**config.mk**
```make
export PLATFORM = sky130hd
export DESIGN_NAME = sst_start_stop_select
export DESIGN_NICKNAME = d
export VERILOG_FILES = /design/src/core/sst_placeholder_unused.sv /design/src/core/sst_pkg.sv /design/src/core/sst_start_stop_select.sv /design/src/core/sst_sync.sv /design/src/core/sst_user_set.sv
export SDC_FILE = /design/constraint.sdc
export NUM_CORES = 1
export LEC_CHECK = 0
export ABC_AREA = 1
export BUFFER_PORTS_ARGS = -buffer_cell sky130_fd_sc_hd__buf_2
export CORE_MARGIN = 2
export CORE_UTILIZATION = 55
export CTS_BUF_LIST = sky130_fd_sc_hd__clkbuf_16
export DETAILED_ROUTE_END_ITERATION = 10
export GPL_TIMING_DRIVEN = 0
export PLACE_DENSITY = 0.78
export SYNTH_ARGS = -nofsm -noshare
export SYNTH_HDL_FRONTEND = slang
export SYNTH_SLANG_ARGS = --single-unit
export TNS_END_PERCENT = 10
```
**constraint.sdc**
```tcl
create_clock -name clock_i -period 2.8 [get_ports clock_i]
set_input_delay 0.28 -clock clock_i [delete_from_list [all_inputs] [get_ports clock_i]]
set_output_delay 0.28 -clock clock_i [all_outputs]
set_load 0.05 [all_outputs]
```
**src/core/sst_placeholder_unused.sv**
```systemverilog
// intentionally empty design unit list
`default_nettype none
`default_nettype wire

```
**src/core/sst_pkg.sv**
```systemverilog
// shared types, widths, reset values and timing for the start/stop/direction selector
`default_nettype none

package sst_pkg;

	localparam int DIN_COUNT       = 6;
	localparam int DIN_IDX_W       = 3;
	localparam int DIN_ONE         = 0;
	localparam int DIN_TWO         = 1;
	localparam int DIN_THREE       = 2;
	localparam int DIN_FIVE        = 4;
	localparam int DIN_SIX         = 5;
	localparam int PANEL_REF_W     = 16;
	localparam int MOTOR_SETUP_W   = 16;
	localparam int MOTOR_ID_W      = 32;
	localparam int USER_SET_COUNT  = 2;
	localparam int SAVE_COUNT_W    = 32;

	// non-volatile store of a user set takes one minute
	localparam longint unsigned CLOCK_HZ     = 64'd50000000;
	localparam longint unsigned SAVE_TIME_MS = 64'd60000;
	localparam longint unsigned SAVE_CYCLES  = (SAVE_TIME_MS * CLOCK_HZ) / 64'd1000;

	typedef enum logic [3:0] {
		SRC_NONE,
		SRC_TWO_WIRE_ONE,
		SRC_TWO_WIRE_WITH_DIRECTION,
		SRC_PULSE_START_STOP,
		SRC_PULSE_START_STOP_WITH_DIRECTION,
		SRC_PULSE_FORWARD_REVERSE_STOP,
		SRC_TWO_WIRE_SIX,
		SRC_TWO_WIRE_SIX_WITH_DIRECTION,
		SRC_KEYPAD,
		SRC_COMMUNICATION_MODULE
	} sst_src_e;

	typedef enum logic [1:0] {
		LOCK_FORWARD,
		LOCK_REVERSE,
		LOCK_REQUEST
	} sst_lock_e;

	typedef enum logic [1:0] {
		LOC_ONE,
		LOC_TWO,
		LOC_INPUT,
		LOC_COMM
	} sst_locsel_e;

	typedef struct packed {
		sst_src_e               src_one;
		sst_src_e               src_two;
		sst_lock_e              dir_lock;
		sst_locsel_e            loc_sel;
		logic [DIN_IDX_W-1:0]   loc_input_idx;
	} sst_cfg_s;

	typedef struct packed {
		sst_cfg_s                  cfg;
		logic [PANEL_REF_W-1:0]    panel_ref;
		logic                      remote;
		logic [MOTOR_SETUP_W-1:0]  motor_setup;
		logic [MOTOR_ID_W-1:0]     motor_id;
	} sst_uset_s;

	localparam sst_cfg_s CFG_RESET = '{
		src_one:       SRC_NONE,
		src_two:       SRC_NONE,
		dir_lock:      LOCK_FORWARD,
		loc_sel:       LOC_ONE,
		loc_input_idx: 3'h0
	};

endpackage : sst_pkg

`default_nettype wire

```
**src/core/sst_start_stop_select.sv**
```systemverilog
// command source selector and decoder for start, stop and rotation direction
//
// Behaviour
// source none: no start, stop or direction is taken from anything.
// two-wire on input one: low stops, high runs, direction from lock.
// two-wire with direction: input one runs, input two low forward high reverse.
// pulse scheme: high on input one starts, low on input two stops.
// pulse with direction: as pulse scheme, input three gives direction.
// three-pulse: input one starts forward, two starts reverse, three low stops.
// two-wire on input six: low stops, high runs, direction from lock.
// two-wire six with direction: input five low forward, high reverse.
// keypad source: keypad start, stop, direction while location one active; the code also takes them at location two if src_two is SRC_KEYPAD.
// communication module source: commands come from the module only.
// direction lock forward, reverse or follow; requests honoured only when following.
// source and lock settings change only while the motor is stopped.
// location select picks location one or two; only its source applies.
// level schemes run again right after fault reset if input still high.
// two user sets: save all settings and motor data, slow; load restores.
// user set also holds panel reference and local or remote state.
// load also restores motor start-up settings and identification results.
// a digital input may switch between the two user sets.
// an input keeps every function assigned to it, none is cleared.
// pulse schemes latch run on start until stop opens; stop overrides.
`default_nettype none

module sst_start_stop_select
	import sst_pkg::*;
#(
	parameter longint unsigned SAVE_CYCLES_P = SAVE_CYCLES
) (
	input  wire logic                      clock_i,
	input  wire logic                      resetn_i,
	input  wire logic                      enable_i,
	input  wire logic [DIN_COUNT-1:0]      din_i,
	input  wire logic                      running_i,
	input  wire logic                      fault_trip_i,
	input  wire logic                      fault_reset_i,
	input  wire logic                      keypad_start_i,
	input  wire logic                      keypad_stop_i,
	input  wire logic                      keypad_reverse_i,
	input  wire logic                      comm_run_i,
	input  wire logic                      comm_reverse_i,
	input  wire logic                      comm_loc_two_i,
	input  wire logic                      cfg_write_i,
	input  wire sst_cfg_s                  cfg_wdata_i,
	input  wire logic                      uset_save_i,
	input  wire logic                      uset_load_i,
	input  wire logic                      uset_sel_i,
	input  wire logic                      uset_input_en_i,
	input  wire logic [DIN_IDX_W-1:0]      uset_input_idx_i,
	input  wire logic [PANEL_REF_W-1:0]    panel_ref_i,
	input  wire logic                      remote_i,
	input  wire logic [MOTOR_SETUP_W-1:0]  motor_setup_i,
	input  wire logic [MOTOR_ID_W-1:0]     motor_id_i,
	output logic                           run_o,
	output logic                           reverse_o,
	output logic                           loc_two_o,
	output logic                           faulted_o,
	output sst_cfg_s                       cfg_o,
	output logic                           cfg_reject_o,
	output logic                           uset_busy_o,
	output logic                           restore_valid_o,
	output sst_uset_s                      restore_o
);

	typedef struct packed {
		sst_cfg_s   cfg;
		logic       loc_two;
		logic       latch;
		logic       latch_rev;
		logic       faulted;
		logic       run;
		logic       reverse;
		logic       cfg_reject;
		logic       uset_busy;
		logic       uset_level;
		logic       restore_valid;
		sst_uset_s  restore;
	} sst_top_state_s;

	localparam sst_top_state_s TOP_RESET = '{cfg: CFG_RESET, default: '0};

	sst_top_state_s        st_ff;
	sst_top_state_s        nxt_st;
	logic [DIN_COUNT-1:0]  din_s;
	logic                  uset_busy;
	logic                  uset_done;
	sst_uset_s             uset_data;
	sst_uset_s             snap;
	sst_src_e              src_now;
	logic                  loc_two_now;
	logic                  fault_now;
	logic                  req_run;
	logic                  req_rev;
	logic                  latch;
	logic                  latch_rev;
	logic                  sel_level;
	logic                  din_edge;
	logic                  load_want;
	logic                  uset_load_req;
	logic                  uset_sel_req;

	sst_sync #(
		.WIDTH    (DIN_COUNT)
	) u_sync (
		.clock_i  (clock_i),
		.resetn_i (resetn_i),
		.enable_i (enable_i),
		.async_i  (din_i),
		.sync_o   (din_s)
	);

	assign snap = '{
		cfg:         st_ff.cfg,
		panel_ref:   panel_ref_i,
		remote:      remote_i,
		motor_setup: motor_setup_i,
		motor_id:    motor_id_i
	};

	sst_user_set #(
		.SAVE_CYCLES_P (SAVE_CYCLES_P)
	) u_user_set (
		.clock_i  (clock_i),
		.resetn_i (resetn_i),
		.enable_i (enable_i),
		.save_i   (uset_save_i),
		.load_i   (uset_load_req),
		.sel_i    (uset_sel_req),
		.snap_i   (snap),
		.busy_o   (uset_busy),
		.done_o   (uset_done),
		.data_o   (uset_data)
	);

	always_comb begin
		nxt_st               = st_ff;
		nxt_st.cfg_reject    = 1'b0;
		nxt_st.restore_valid = 1'b0;
		nxt_st.uset_busy     = uset_busy;
		loc_two_now          = 1'b0;
		req_run              = 1'b0;
		req_rev              = 1'b0;
		latch                = st_ff.latch;
		latch_rev            = st_ff.latch_rev;

		// a trip in the same cycle as a reset keeps the fault
		fault_now      = (st_ff.faulted && !fault_reset_i) || fault_trip_i;
		nxt_st.faulted = fault_now;

		// the selecting input may also be a command input of either location
		unique case (st_ff.cfg.loc_sel)
			LOC_ONE:   loc_two_now = 1'b0;
			LOC_TWO:   loc_two_now = 1'b1;
			LOC_INPUT: begin
				loc_two_now = (st_ff.cfg.loc_input_idx < DIN_IDX_W'(DIN_COUNT)) ?
					din_s[st_ff.cfg.loc_input_idx] : 1'b0;
			end
			LOC_COMM:  loc_two_now = comm_loc_two_i;
		endcase
		src_now = loc_two_now ? st_ff.cfg.src_two : st_ff.cfg.src_one;
		// a held start must not carry across a location change
		if (loc_two_now != st_ff.loc_two) begin
			latch     = 1'b0;
			latch_rev = 1'b0;
		end

		unique case (src_now)
			SRC_NONE: begin
				req_run = 1'b0;
			end
			SRC_TWO_WIRE_ONE: begin
				req_run = din_s[DIN_ONE];
			end
			SRC_TWO_WIRE_WITH_DIRECTION: begin
				req_run = din_s[DIN_ONE];
				req_rev = din_s[DIN_TWO];
			end
			SRC_PULSE_START_STOP, SRC_PULSE_START_STOP_WITH_DIRECTION: begin
				// open stop contact beats any start
				if (!din_s[DIN_TWO]) begin
					latch = 1'b0;
				end else if (din_s[DIN_ONE]) begin
					latch = 1'b1;
				end
				req_run = latch;
				if (src_now == SRC_PULSE_START_STOP_WITH_DIRECTION) begin
					req_rev = din_s[DIN_THREE];
				end
			end
			SRC_PULSE_FORWARD_REVERSE_STOP: begin
				// both start buttons together: forward is taken
				if (!din_s[DIN_THREE]) begin
					latch = 1'b0;
				end else if (din_s[DIN_ONE]) begin
					latch     = 1'b1;
					latch_rev = 1'b0;
				end else if (din_s[DIN_TWO]) begin
					latch     = 1'b1;
					latch_rev = 1'b1;
				end
				req_run = latch;
				req_rev = latch_rev;
			end
			SRC_TWO_WIRE_SIX: begin
				req_run = din_s[DIN_SIX];
			end
			SRC_TWO_WIRE_SIX_WITH_DIRECTION: begin
				req_run = din_s[DIN_SIX];
				req_rev = din_s[DIN_FIVE];
			end
			SRC_KEYPAD: begin
				if (keypad_stop_i) begin
					latch = 1'b0;
				end else if (keypad_start_i) begin
					latch = 1'b1;
				end
				req_run = latch;
				req_rev = keypad_reverse_i;
			end
			SRC_COMMUNICATION_MODULE: begin
				req_run = comm_run_i;
				req_rev = comm_reverse_i;
			end
			default: begin
				req_run = 1'b0;
			end
		endcase

		// level schemes follow the input again as soon as the fault clears
		if (fault_now) begin
			req_run = 1'b0;
			latch   = 1'b0;
		end
		nxt_st.latch     = latch;
		nxt_st.latch_rev = latch_rev;
		nxt_st.loc_two   = loc_two_now;
		nxt_st.run       = req_run;

		unique case (st_ff.cfg.dir_lock)
			LOCK_FORWARD: nxt_st.reverse = 1'b0;
			LOCK_REVERSE: nxt_st.reverse = 1'b1;
			LOCK_REQUEST: nxt_st.reverse = req_rev;
			default:      nxt_st.reverse = 1'b0;
		endcase

		// user set switch by input level: low picks set one, high set two
		sel_level = (uset_input_idx_i < DIN_IDX_W'(DIN_COUNT)) ?
			din_s[uset_input_idx_i] : 1'b0;
		din_edge          = uset_input_en_i && (sel_level != st_ff.uset_level);
		nxt_st.uset_level = sel_level;
		load_want         = uset_load_i || din_edge;
		uset_load_req     = load_want && !running_i;
		uset_sel_req      = din_edge ? sel_level : uset_sel_i;
		if (load_want && running_i) begin
			nxt_st.cfg_reject = 1'b1;
		end

		if (uset_done) begin
			nxt_st.cfg           = uset_data.cfg;
			nxt_st.restore       = uset_data;
			nxt_st.restore_valid = 1'b1;
		end
		if (cfg_write_i) begin
			if (running_i) begin
				nxt_st.cfg_reject = 1'b1;
			end else begin
				nxt_st.cfg = cfg_wdata_i;
			end
		end
	end

	always_ff @(posedge clock_i) begin
		if (!resetn_i) begin
			st_ff <= TOP_RESET;
		end else if (enable_i) begin
			st_ff <= nxt_st;
		end
	end

	assign run_o           = st_ff.run;
	assign reverse_o       = st_ff.reverse;
	assign loc_two_o       = st_ff.loc_two;
	assign faulted_o       = st_ff.faulted;
	assign cfg_o           = st_ff.cfg;
	assign cfg_reject_o    = st_ff.cfg_reject;
	assign uset_busy_o     = st_ff.uset_busy;
	assign restore_valid_o = st_ff.restore_valid;
	assign restore_o       = st_ff.restore;

	src_none_a: assert property (@(posedge clock_i) disable iff (!resetn_i)
		(enable_i && src_now == SRC_NONE) |=> !run_o)
		else $error("run requested with no command source");

	two_wire_run_a: assert property (@(posedge clock_i) disable iff (!resetn_i)
		(enable_i && src_now == SRC_TWO_WIRE_ONE && !fault_now) |=> run_o == $past(din_s[0]))
		else $error("two-wire run does not follow input one");

	dir_input_a: assert property (@(posedge clock_i) disable iff (!resetn_i)
		(enable_i && src_now == SRC_TWO_WIRE_WITH_DIRECTION
			&& st_ff.cfg.dir_lock == LOCK_REQUEST) |=> reverse_o == $past(din_s[1]))
		else $error("direction does not follow input two");

	pulse_stop_a: assert property (@(posedge clock_i) disable iff (!resetn_i)
		(enable_i && src_now == SRC_PULSE_START_STOP && !din_s[1]) |=> !run_o)
		else $error("open stop contact did not stop the drive");

	pulse_hold_a: assert property (@(posedge clock_i) disable iff (!resetn_i)
		(enable_i && src_now == SRC_PULSE_START_STOP && din_s[1] && din_s[0] && !fault_now)
		##1 (enable_i && $stable(src_now) && din_s[1] && !fault_now) |=> run_o [*1])
		else $error("start pulse was not held");

	frs_reverse_a: assert property (@(posedge clock_i) disable iff (!resetn_i)
		(enable_i && src_now == SRC_PULSE_FORWARD_REVERSE_STOP
			&& st_ff.cfg.dir_lock == LOCK_REQUEST && din_s[2] && !din_s[0] && din_s[1]
			&& !fault_now) |=> run_o && reverse_o)
		else $error("reverse start button did not start in reverse");

	six_run_a: assert property (@(posedge clock_i) disable iff (!resetn_i)
		(enable_i && src_now == SRC_TWO_WIRE_SIX && !fault_now) |=> run_o == $past(din_s[5]))
		else $error("two-wire run does not follow input six");

	lock_fwd_a: assert property (@(posedge clock_i) disable iff (!resetn_i)
		(enable_i && st_ff.cfg.dir_lock == LOCK_FORWARD) |=> !reverse_o)
		else $error("reverse shown under forward lock");

	cfg_reject_a: assert property (@(posedge clock_i) disable iff (!resetn_i)
		(enable_i && cfg_write_i && running_i && !uset_done)
		|=> cfg_reject_o && cfg_o == $past(st_ff.cfg))
		else $error("setting changed while running");

	fault_resume_a: assert property (@(posedge clock_i) disable iff (!resetn_i)
		(enable_i && st_ff.faulted && fault_reset_i && !fault_trip_i
			&& src_now == SRC_TWO_WIRE_SIX && din_s[5]) |=> run_o && !faulted_o)
		else $error("no immediate restart after fault reset");

endmodule : sst_start_stop_select

`default_nettype wire

```
**src/core/sst_sync.sv**
```systemverilog
// two-flop synchroniser for the digital input pins
`default_nettype none

module sst_sync
	import sst_pkg::*;
#(
	parameter int WIDTH = DIN_COUNT
) (
	input  wire logic             clock_i,
	input  wire logic             resetn_i,
	input  wire logic             enable_i,
	input  wire logic [WIDTH-1:0] async_i,
	output logic      [WIDTH-1:0] sync_o
);

	typedef struct packed {
		logic [WIDTH-1:0] meta;
		logic [WIDTH-1:0] stable;
	} sst_sync_state_s;

	sst_sync_state_s st_ff;
	sst_sync_state_s nxt_st;

	if (WIDTH < 1) begin : g_bad_width
		$error("sst_sync: WIDTH must be at least 1");
	end

	// meta is read by stable only
	always_comb begin
		nxt_st.meta   = async_i;
		nxt_st.stable = st_ff.meta;
	end

	always_ff @(posedge clock_i) begin
		if (!resetn_i) begin
			st_ff <= '0;
		end else if (enable_i) begin
			st_ff <= nxt_st;
		end
	end

	assign sync_o = st_ff.stable;

endmodule : sst_sync

`default_nettype wire

```
**src/core/sst_user_set.sv**
```systemverilog
// two user parameter sets: timed save into the store, one-cycle recall
`default_nettype none

module sst_user_set
	import sst_pkg::*;
#(
	parameter longint unsigned SAVE_CYCLES_P = SAVE_CYCLES
) (
	input  wire logic      clock_i,
	input  wire logic      resetn_i,
	input  wire logic      enable_i,
	input  wire logic      save_i,
	input  wire logic      load_i,
	input  wire logic      sel_i,
	input  wire sst_uset_s snap_i,
	output logic           busy_o,
	output logic           done_o,
	output sst_uset_s      data_o
);

	typedef enum logic {
		US_IDLE,
		US_SAVING
	} sst_us_phase_e;

	typedef struct packed {
		sst_us_phase_e                   phase;
		logic                            sel;
		logic [SAVE_COUNT_W-1:0]         count;
		sst_uset_s                       pending;
		logic                            done;
		sst_uset_s                       data;
		sst_uset_s [USER_SET_COUNT-1:0]  store;
	} sst_us_state_s;

	localparam logic [SAVE_COUNT_W-1:0] SAVE_LOAD = SAVE_COUNT_W'(SAVE_CYCLES_P);

	sst_us_state_s st_ff;
	sst_us_state_s nxt_st;

	if (SAVE_CYCLES_P < 1 || SAVE_CYCLES_P > 64'hFFFFFFFF) begin : g_bad_save
		$error("sst_user_set: SAVE_CYCLES_P out of counter range");
	end

	always_comb begin
		nxt_st      = st_ff;
		nxt_st.done = 1'b0;
		unique case (st_ff.phase)
			US_IDLE: begin
				// save wins over a load in the same cycle
				if (save_i) begin
					nxt_st.phase   = US_SAVING;
					nxt_st.sel     = sel_i;
					nxt_st.pending = snap_i;
					nxt_st.count   = SAVE_LOAD;
				end else if (load_i) begin
					nxt_st.data = st_ff.store[sel_i];
					nxt_st.done = 1'b1;
				end
			end
			US_SAVING: begin
				// requests while storing are dropped, the store is single ported
				if (st_ff.count <= SAVE_COUNT_W'(1)) begin
					nxt_st.store[st_ff.sel] = st_ff.pending;
					nxt_st.phase            = US_IDLE;
				end else begin
					nxt_st.count = st_ff.count - SAVE_COUNT_W'(1);
				end
			end
		endcase
	end

	always_ff @(posedge clock_i) begin
		if (!resetn_i) begin
			st_ff <= '0;
		end else if (enable_i) begin
			st_ff <= nxt_st;
		end
	end

	assign busy_o = (st_ff.phase == US_SAVING);
	assign done_o = st_ff.done;
	assign data_o = st_ff.data;

	save_busy_a: assert property (@(posedge clock_i) disable iff (!resetn_i)
		(enable_i && st_ff.phase == US_IDLE && save_i) |=> busy_o && !done_o)
		else $error("save request did not start storing");

	load_data_a: assert property (@(posedge clock_i) disable iff (!resetn_i)
		(enable_i && st_ff.phase == US_IDLE && load_i && !save_i)
		|=> done_o && data_o == $past(st_ff.store[sel_i]))
		else $error("load did not return the selected set");

endmodule : sst_user_set

`default_nettype wire

```
==> results.json, run 1 <==
{
  "nNetsFinal": 2848,
  "final_common_cell": "dfxtp_1",
  "hold_path.startpoint": "cfg_wdata_i[10]",
  "cts_tree": "yes",
  "cts_root_buf": "clkbuf_16",
  "power_density_mw_per_mm2": 645,
  "holdPathEnd": "cfg_o[10]",
  "rrSetupSlack_ns": 0.16,
  "peakVddDrop_uv": 519,
  "drive_gt1_frac": 0.166,
  "synth_edf_count": 0,
  "post_drt_wl_per_cell_um": 17.4,
  "cts_made_buffers": 47,
  "r2r-start": "u_user_set.busy_o",
  "fp.dieArea_sq_mm": 0.0361,
  "p_clk_frac": 0.413,
  "area_growth_pct": 19.9,
  "synthAdderAreaFrac": 0.00263,
  "netlist_area_sq_mm": 0.0190,
  "cts.sinks": 472,
  "end_kind": "flip-flop",
  "worstHoldPathCells": 3,
  "nFillCells": 2875,
  "finClkSkew_ns": 0.0268,
  "muxShareOfSynthArea": 0,
  "crit_family": "buffers and inverters",
  "use_met1": 0.386,
  "drt-total-wl_um": 56000,
  "syn_avg_cell_area_sq_um": 7.88,
  "antenna_found_initial": 2,
  "vias": 17937,
  "rsz0062_at_grt": "true",
  "synth-main-ff-cell": "dfxtp_1",
  "critPathLaunchType": "flip-flop",
  "vias_per_cell": 5.55,
  "yosysSeqAreaShare": 0.497,
  "p_seq_frac": 0.480,
  "synth_top_area_share": 0.497,
  "power_switching_w": 0.00386,
  "port_buffers": 206,
  "clock.fmax_ghz": 0.379,
  "tightest_slew_ns": 1.20,
  "cts_max_level": 2,
  "fin_util": 0.665,
  "core_sq_mm": 0.0343,
  "r2r_cells": 7,
  "fin_crit_sh": 0.941,
  "synthCells": 2415,
  "critPathRequiredTime_ns": 3.30,
  "grt_max_degree": 15,
  "drt_first_iter_violations": 1696,
  "yosys.area_share.simple": 0.193,
  "synth_nets": 2525,
  "clk_pin_slew_ns": 0.07,
  "slowest_delay_ns": 0.66,
  "crit_type": "reg2reg",
  "antenna_left": 0,
  "leakagePower_nw": 9.61,
  "die_h_um": 190,
  "grt_pass1_vias": 17017,
  "yosysTopAreaCell": "dfxtp_1",
  "clkLatencyLatePin_ns": 0.57,
  "rows": 68,
  "grt_pass1_wl_um": 87700,
  "regToRegEndpoint": "u_user_set.st_ff[305]",
  "synthXorXnorAreaFrac": 0.00230,
  "timing.critical_path.buf_inv": 3,
  "setup_viol": 0,
  "drcViolationCount": 0,
  "place_hpwl_um": 39100,
  "p_comb_frac": 0.107,
  "ff_latch_area_sq_mm": 0.00945,
  "start_util": 0.555,
  "cp_slowest_cell": "clkbuf_1",
  "grt_use_met2": 0.508,
  "yosys-top-cells-area": "dfxtp_1 50%, nor2_1 7.1%, a211oi_1 6.3%",
  "clockBufferDepth": 3,
  "min_period_ns": 2.64,
  "ys_seq_elements": 472,
  "cap_violations": 0,
  "synth_top_family_by_area": "simple AND/OR/NAND/NOR gates",
  "crit_chain": "inv_1 > nand2_1 > nor2_1 > clkbuf_1 > buf_1 > nand3_1 > o21ai_0",
  "top_usage_layer": "met2",
  "timing.hold.ws_ns": 0.00608,
  "power.internal_w": 0.0108,
  "yosysWarnings": 0,
  "crit_arrival_ns": 3.14,
  "relSlewSlack": 0.199,
  "multiInputGateArea_sq_mm": 0.00728,
  "most-common-layout-cells": "472 x dfxtp_1, 359 x nor2_1, 295 x nand2_1",
  "crit_path_max_fanout": 10,
  "grt_overflow_total": 0,
  "slew_violations": 0,
  "met3_usage": 0.0443,
  "first_pass_iters": 7,
  "die_w_um": 190,
  "hold_class": "in2reg",
  "globalplace.congestion": 0.938,
  "ys_async_sr_fraction": 0,
  "finalHoldViolCount": 0,
  "p_sw_frac": 0.263,
  "synth-compound-area-share": 0.184,
  "ioPinCount": 208,
  "synthDistinctLibCells": 38,
  "grt_usage": 0.303,
  "run_status": "finished, final reports clean"
}
==> state kept, by name, indices dropped and copies added (netlist names) <==
signal             cells
u_user_set.st_ff     273
restore_o             80
u_user_set.data_o     80
cfg_o                 15
u_sync.nxt_st          6
u_sync.sync_o          6
st_ff                  3
cfg_reject_o           1
faulted_o              1
loc_two_o              1
restore_valid_o        1
reverse_o              1
run_o                  1
u_user_set.busy_o      1
u_user_set.done_o      1
uset_busy_o            1
==> power by group through the flow <==
stage / combinational, W / clock (W) / sequential [W]
floorplan: 0.000995 / 0 / 0.00717
global placement: 0.00142 / 0 / 0.00720
detailed placement: 0.00145 / 0 / 0.00721
CTS: 0.00153 / 0.00610 / 0.00706
global route: 0.00171 / 0.00641 / 0.00708
finish: 0.00157 / 0.00607 / 0.00707
==> cells in the mapped netlist, drive strengths merged, types with 4 or more instances <==
cell and number:
clkbuf 88, o211ai 82, nor3 11, a31oi 15, a221oi 4, xor2 4, nor4 5, nand3 185
nand4 10, a21oi 64, o21ai 210, nor2 365, a211oi 160, nand2 302, dfxtp 472, o22ai 17
inv 238, ha 4, buf 168
==> per-stage QoR <==
step                worst slack [ns]  instances  total power (W)  cell area, sq um  TNS, ns
floorplan                      0.757       2415          0.00817             19000        0
global placement              -0.238       3076          0.00862             20600    -2.16
detailed placement            -0.293       3076          0.00865             20600    -2.55
CTS                           0.0879       3225           0.0147             22800        0
global route                 -0.0328       3229           0.0152             22800   -0.172
finish                         0.165       3229           0.0147             22800        0
==> cell type report <==
cell class              instances  share of cell area
clock inverters                36              0.0130
multi-input cells            1448               0.319
well taps                     455              0.0250
diodes                          2            0.000219
repair buffers                274              0.0748
inverters                     239              0.0393
flip-flops and latches        472               0.414
clock buffers                  47              0.0516
plain buffers                 256              0.0627
==> logic make-up after synthesis <==
kind of cell / Yosys count
AND/OR/NAND/NOR: 880
buffers and inverters: 495
XOR/XNOR: 5
flip-flops: 472
adder cells (fa/ha/maj): 4
AO/OA/AOI/OAI: 559
==> routing by layer <==
layer,vias up,wire length [um],part of all wire
met5,-,0,0
met4,0,2600,0.046
met3,171,4020,0.072
met2,753,26100,0.47
met1,8404,23300,0.42
li1,8609,-,-
==> how the worst max path moves through the flow <==
stage	start	to	slack, ns	cells after the start
2_1_floorplan	u_user_set.st_ff[321]	u_user_set.st_ff[342]	0.76	17
3_3_place_gp	u_user_set.busy_o	u_user_set.st_ff[311]	-0.24	8
3_5_place_dp	u_user_set.busy_o	u_user_set.st_ff[306]	-0.29	8
4_1_cts	u_user_set.busy_o	u_user_set.st_ff[306]	0.09	8
5_1_grt	u_user_set.st_ff[321]	u_user_set.st_ff[156]	-0.03	14
6_report	u_user_set.busy_o	u_user_set.st_ff[305]	0.16	7
==> repair_timing <==
action	CTS	global route
hold buffers	66	0
resized for setup	2	8
endpoints found under the setup margin	10	133
pin swaps	0	1
gates cloned	0	0
buffers inserted	0	2
hold endpoints to repair	66	0
==> tightest hold or removal path: cells and delay by family <==
family,cells,cell delay (ns)
buf+inv,1,0.10
compound gates,1,0.07
simple gates,1,0.07
No activity file was read; power rests on OpenSTA's default activity.
==> run 2, diff against run 1 <==
--- a/config.mk
+++ b/config.mk
@@ -6,13 +6,14 @@
 export NUM_CORES = 1
 export LEC_CHECK = 0
 export ABC_AREA = 1
-export BUFFER_PORTS_ARGS = -buffer_cell sky130_fd_sc_hd__buf_2
+export BUFFER_PORTS_ARGS = -buffer_cell sky130_fd_sc_hd__buf_4
 export CORE_MARGIN = 2
 export CORE_UTILIZATION = 55
 export CTS_BUF_LIST = sky130_fd_sc_hd__clkbuf_16
 export DETAILED_ROUTE_END_ITERATION = 10
 export GPL_TIMING_DRIVEN = 0
 export PLACE_DENSITY = 0.78
+export REMOVE_ABC_BUFFERS = 1
 export SYNTH_ARGS = -nofsm -noshare
 export SYNTH_HDL_FRONTEND = slang
 export SYNTH_SLANG_ARGS = --single-unit
==> run 2 against run 1 <==
Effect of this change: clock skew is 0.012 ns lower; clock-buffer cell count is the same; sequential cell count is the same; final cell count fell by 6.7%; first-iteration DRC count is 34% lower; cell area down 0.19%; setup slack lost 0.0054 ns; routed wire length is 12% lower.
==> results.json, run 2 (synthesis gave the netlist of run 1 again) <==
{
  "drt-total-wl_um": 49500,
  "fin_util": 0.664,
  "clock.fmax_ghz": 0.379,
  "fp.dieArea_sq_mm": 0.0361,
  "min_period_ns": 2.64,
  "crit_type": "reg2reg",
  "rows": 68,
  "port_buffers": 207,
  "finalHoldViolCount": 0,
  "critPathRequiredTime_ns": 3.23,
  "largest_reg_flops": 273,
  "post_drt_wl_per_cell_um": 16.4,
  "crit_path_max_fanout": 43,
  "place_hpwl_um": 28600,
  "clk_pin_slew_ns": 0.06,
  "area_growth_pct": 19.6,
  "crit_arrival_ns": 3.07,
  "hold_class": "in2reg",
  "cap_violations": 0,
  "tightest_slew_ns": 1.03,
  "end_kind": "flip-flop",
  "layout_setup_ws_ns": 0.159,
  "grt_usage": 0.262,
  "die_w_um": 190,
  "drive_gt1_frac": 0.138,
  "most-common-layout-cells": "472 x dfxtp_1, 358 x nor2_1, 293 x nand2_1",
  "cts_made_buffers": 47,
  "first_pass_iters": 5,
  "core_sq_mm": 0.0343,
  "vias": 16605,
  "clockBufferDepth": 3,
  "run_status": "finished, final reports clean",
  "finalSetupTns_ns": 0,
  "start_util": 0.555,
  "drt_first_iter_violations": 1113,
  "final_common_cell": "dfxtp_1",
  "grt_max_degree": 159,
  "grt_pass1_wl_um": 77900,
  "grt_overflow_total": 0,
  "pre_cts_ws_ns": -0.624,
  "vias_per_cell": 5.51,
  "cts.sinks": 472,
  "critPathLaunchType": "flip-flop",
  "antenna_found_initial": 0,
  "nNetsFinal": 2634,
  "leakagePower_nw": 9.14,
  "cts_tree": "yes",
  "peakVddDrop_uv": 503,
  "grt_pass1_vias": 15732,
  "clkLatencyLatePin_ns": 0.54,
  "ioPinCount": 208,
  "fin_crit_sh": 0.943,
  "cts_root_buf": "clkbuf_16",
  "slew_violations": 0,
  "finClkSkew_ns": 0.0147,
  "n_antenna_cell": 0,
  "setup_viol": 0,
  "power_density_mw_per_mm2": 636,
  "cts_max_level": 2,
  "antenna_left": 0,
  "globalplace.congestion": 0.856,
  "drcViolationCount": 0,
  "die_h_um": 190,
  "max_flop_register": "u_user_set.st_ff",
  "relSlewSlack": 0.312,
  "power_w": 0.0145
}
==> run 2: changes by cell type in the layout (fill, tap and decap cells not counted), sizes merged <==
cell / change
buf: -130
clkbuf: -89
dlygate4sd3: +3
clkinv: +2
diode: -2
inv: -1
nand2: +1
==> run 2: worst paths after layout <==
| check | start | end | slack [ns] | cells after the start |
|---|---|---|---|---|
| max | u_sync.sync_o[2] | u_user_set.data_o[47] | 0.16 | 13 |
| min | cfg_wdata_i[2] | cfg_o[2] | 0.02 | 3 |
| max reg2reg | u_sync.sync_o[2] | u_user_set.data_o[47] | 0.16 | 13 |
| min reg2reg | restore_o[67] | restore_o[67] | 0.47 | 2 |
==> run 2: report_power, final <==
group          total [W]  switching, W  internal, W
logic            0.00157       0.00102     0.000542
clock network    0.00586       0.00254      0.00332
registers        0.00706      0.000134      0.00692
==> run 2: routing by layer <==
layer  GRT usage  share of wire  vias up
met5           0              0        -
met4      0.0748          0.028        0
met3      0.0373          0.061       90
met2       0.469           0.49      512
met1       0.328           0.42     7820
li1            -              -     8183
==> run 2: cell type report <==
type,count,area (sq um)
clock buffer,47,1180
clock inverter,36,245
fill,2779,11500
inverter,239,961
multi-input combinational,1449,7330
sequential,472,9450
tap,455,569
timing repair buffer,314,3020
timing repair inverter,1,8.76
==> run 2: per-stage QoR <==
step           area (sq um)  instances  hold WS [ns]
2_1_floorplan         17600       2159         0.373
3_3_place_gp          19700       2821         0.454
3_5_place_dp          20400       2848         0.459
4_1_cts               22600       3004      0.000599
5_1_grt               22800       3013       0.00574
6_report              22800       3013        0.0248
==> run 2: what timing repair did <==
action,4_1_cts,5_1_grt
hold buffers,69,0
gates cloned,0,3
endpoints found under the setup margin,144,177
buffers inserted,4,6
hold endpoints to repair,69,0
resized for setup,7,10
pin swaps,4,3
==> run 2: worst max-delay path, stage by stage (launching register included) <==
cell	delay, ns
dfxtp_1	0.36
inv_1	0.12
o21ai_1	0.07
nand2_1	0.06
o21ai_1	0.07
o21ai_2	0.21
nand3_1	0.42
nand2_8	0.38
clkinv_16	0.20
buf_12	0.23
nand2_1	0.09
nand3_1	0.08
o211ai_1	0.11
inv_1	0.07
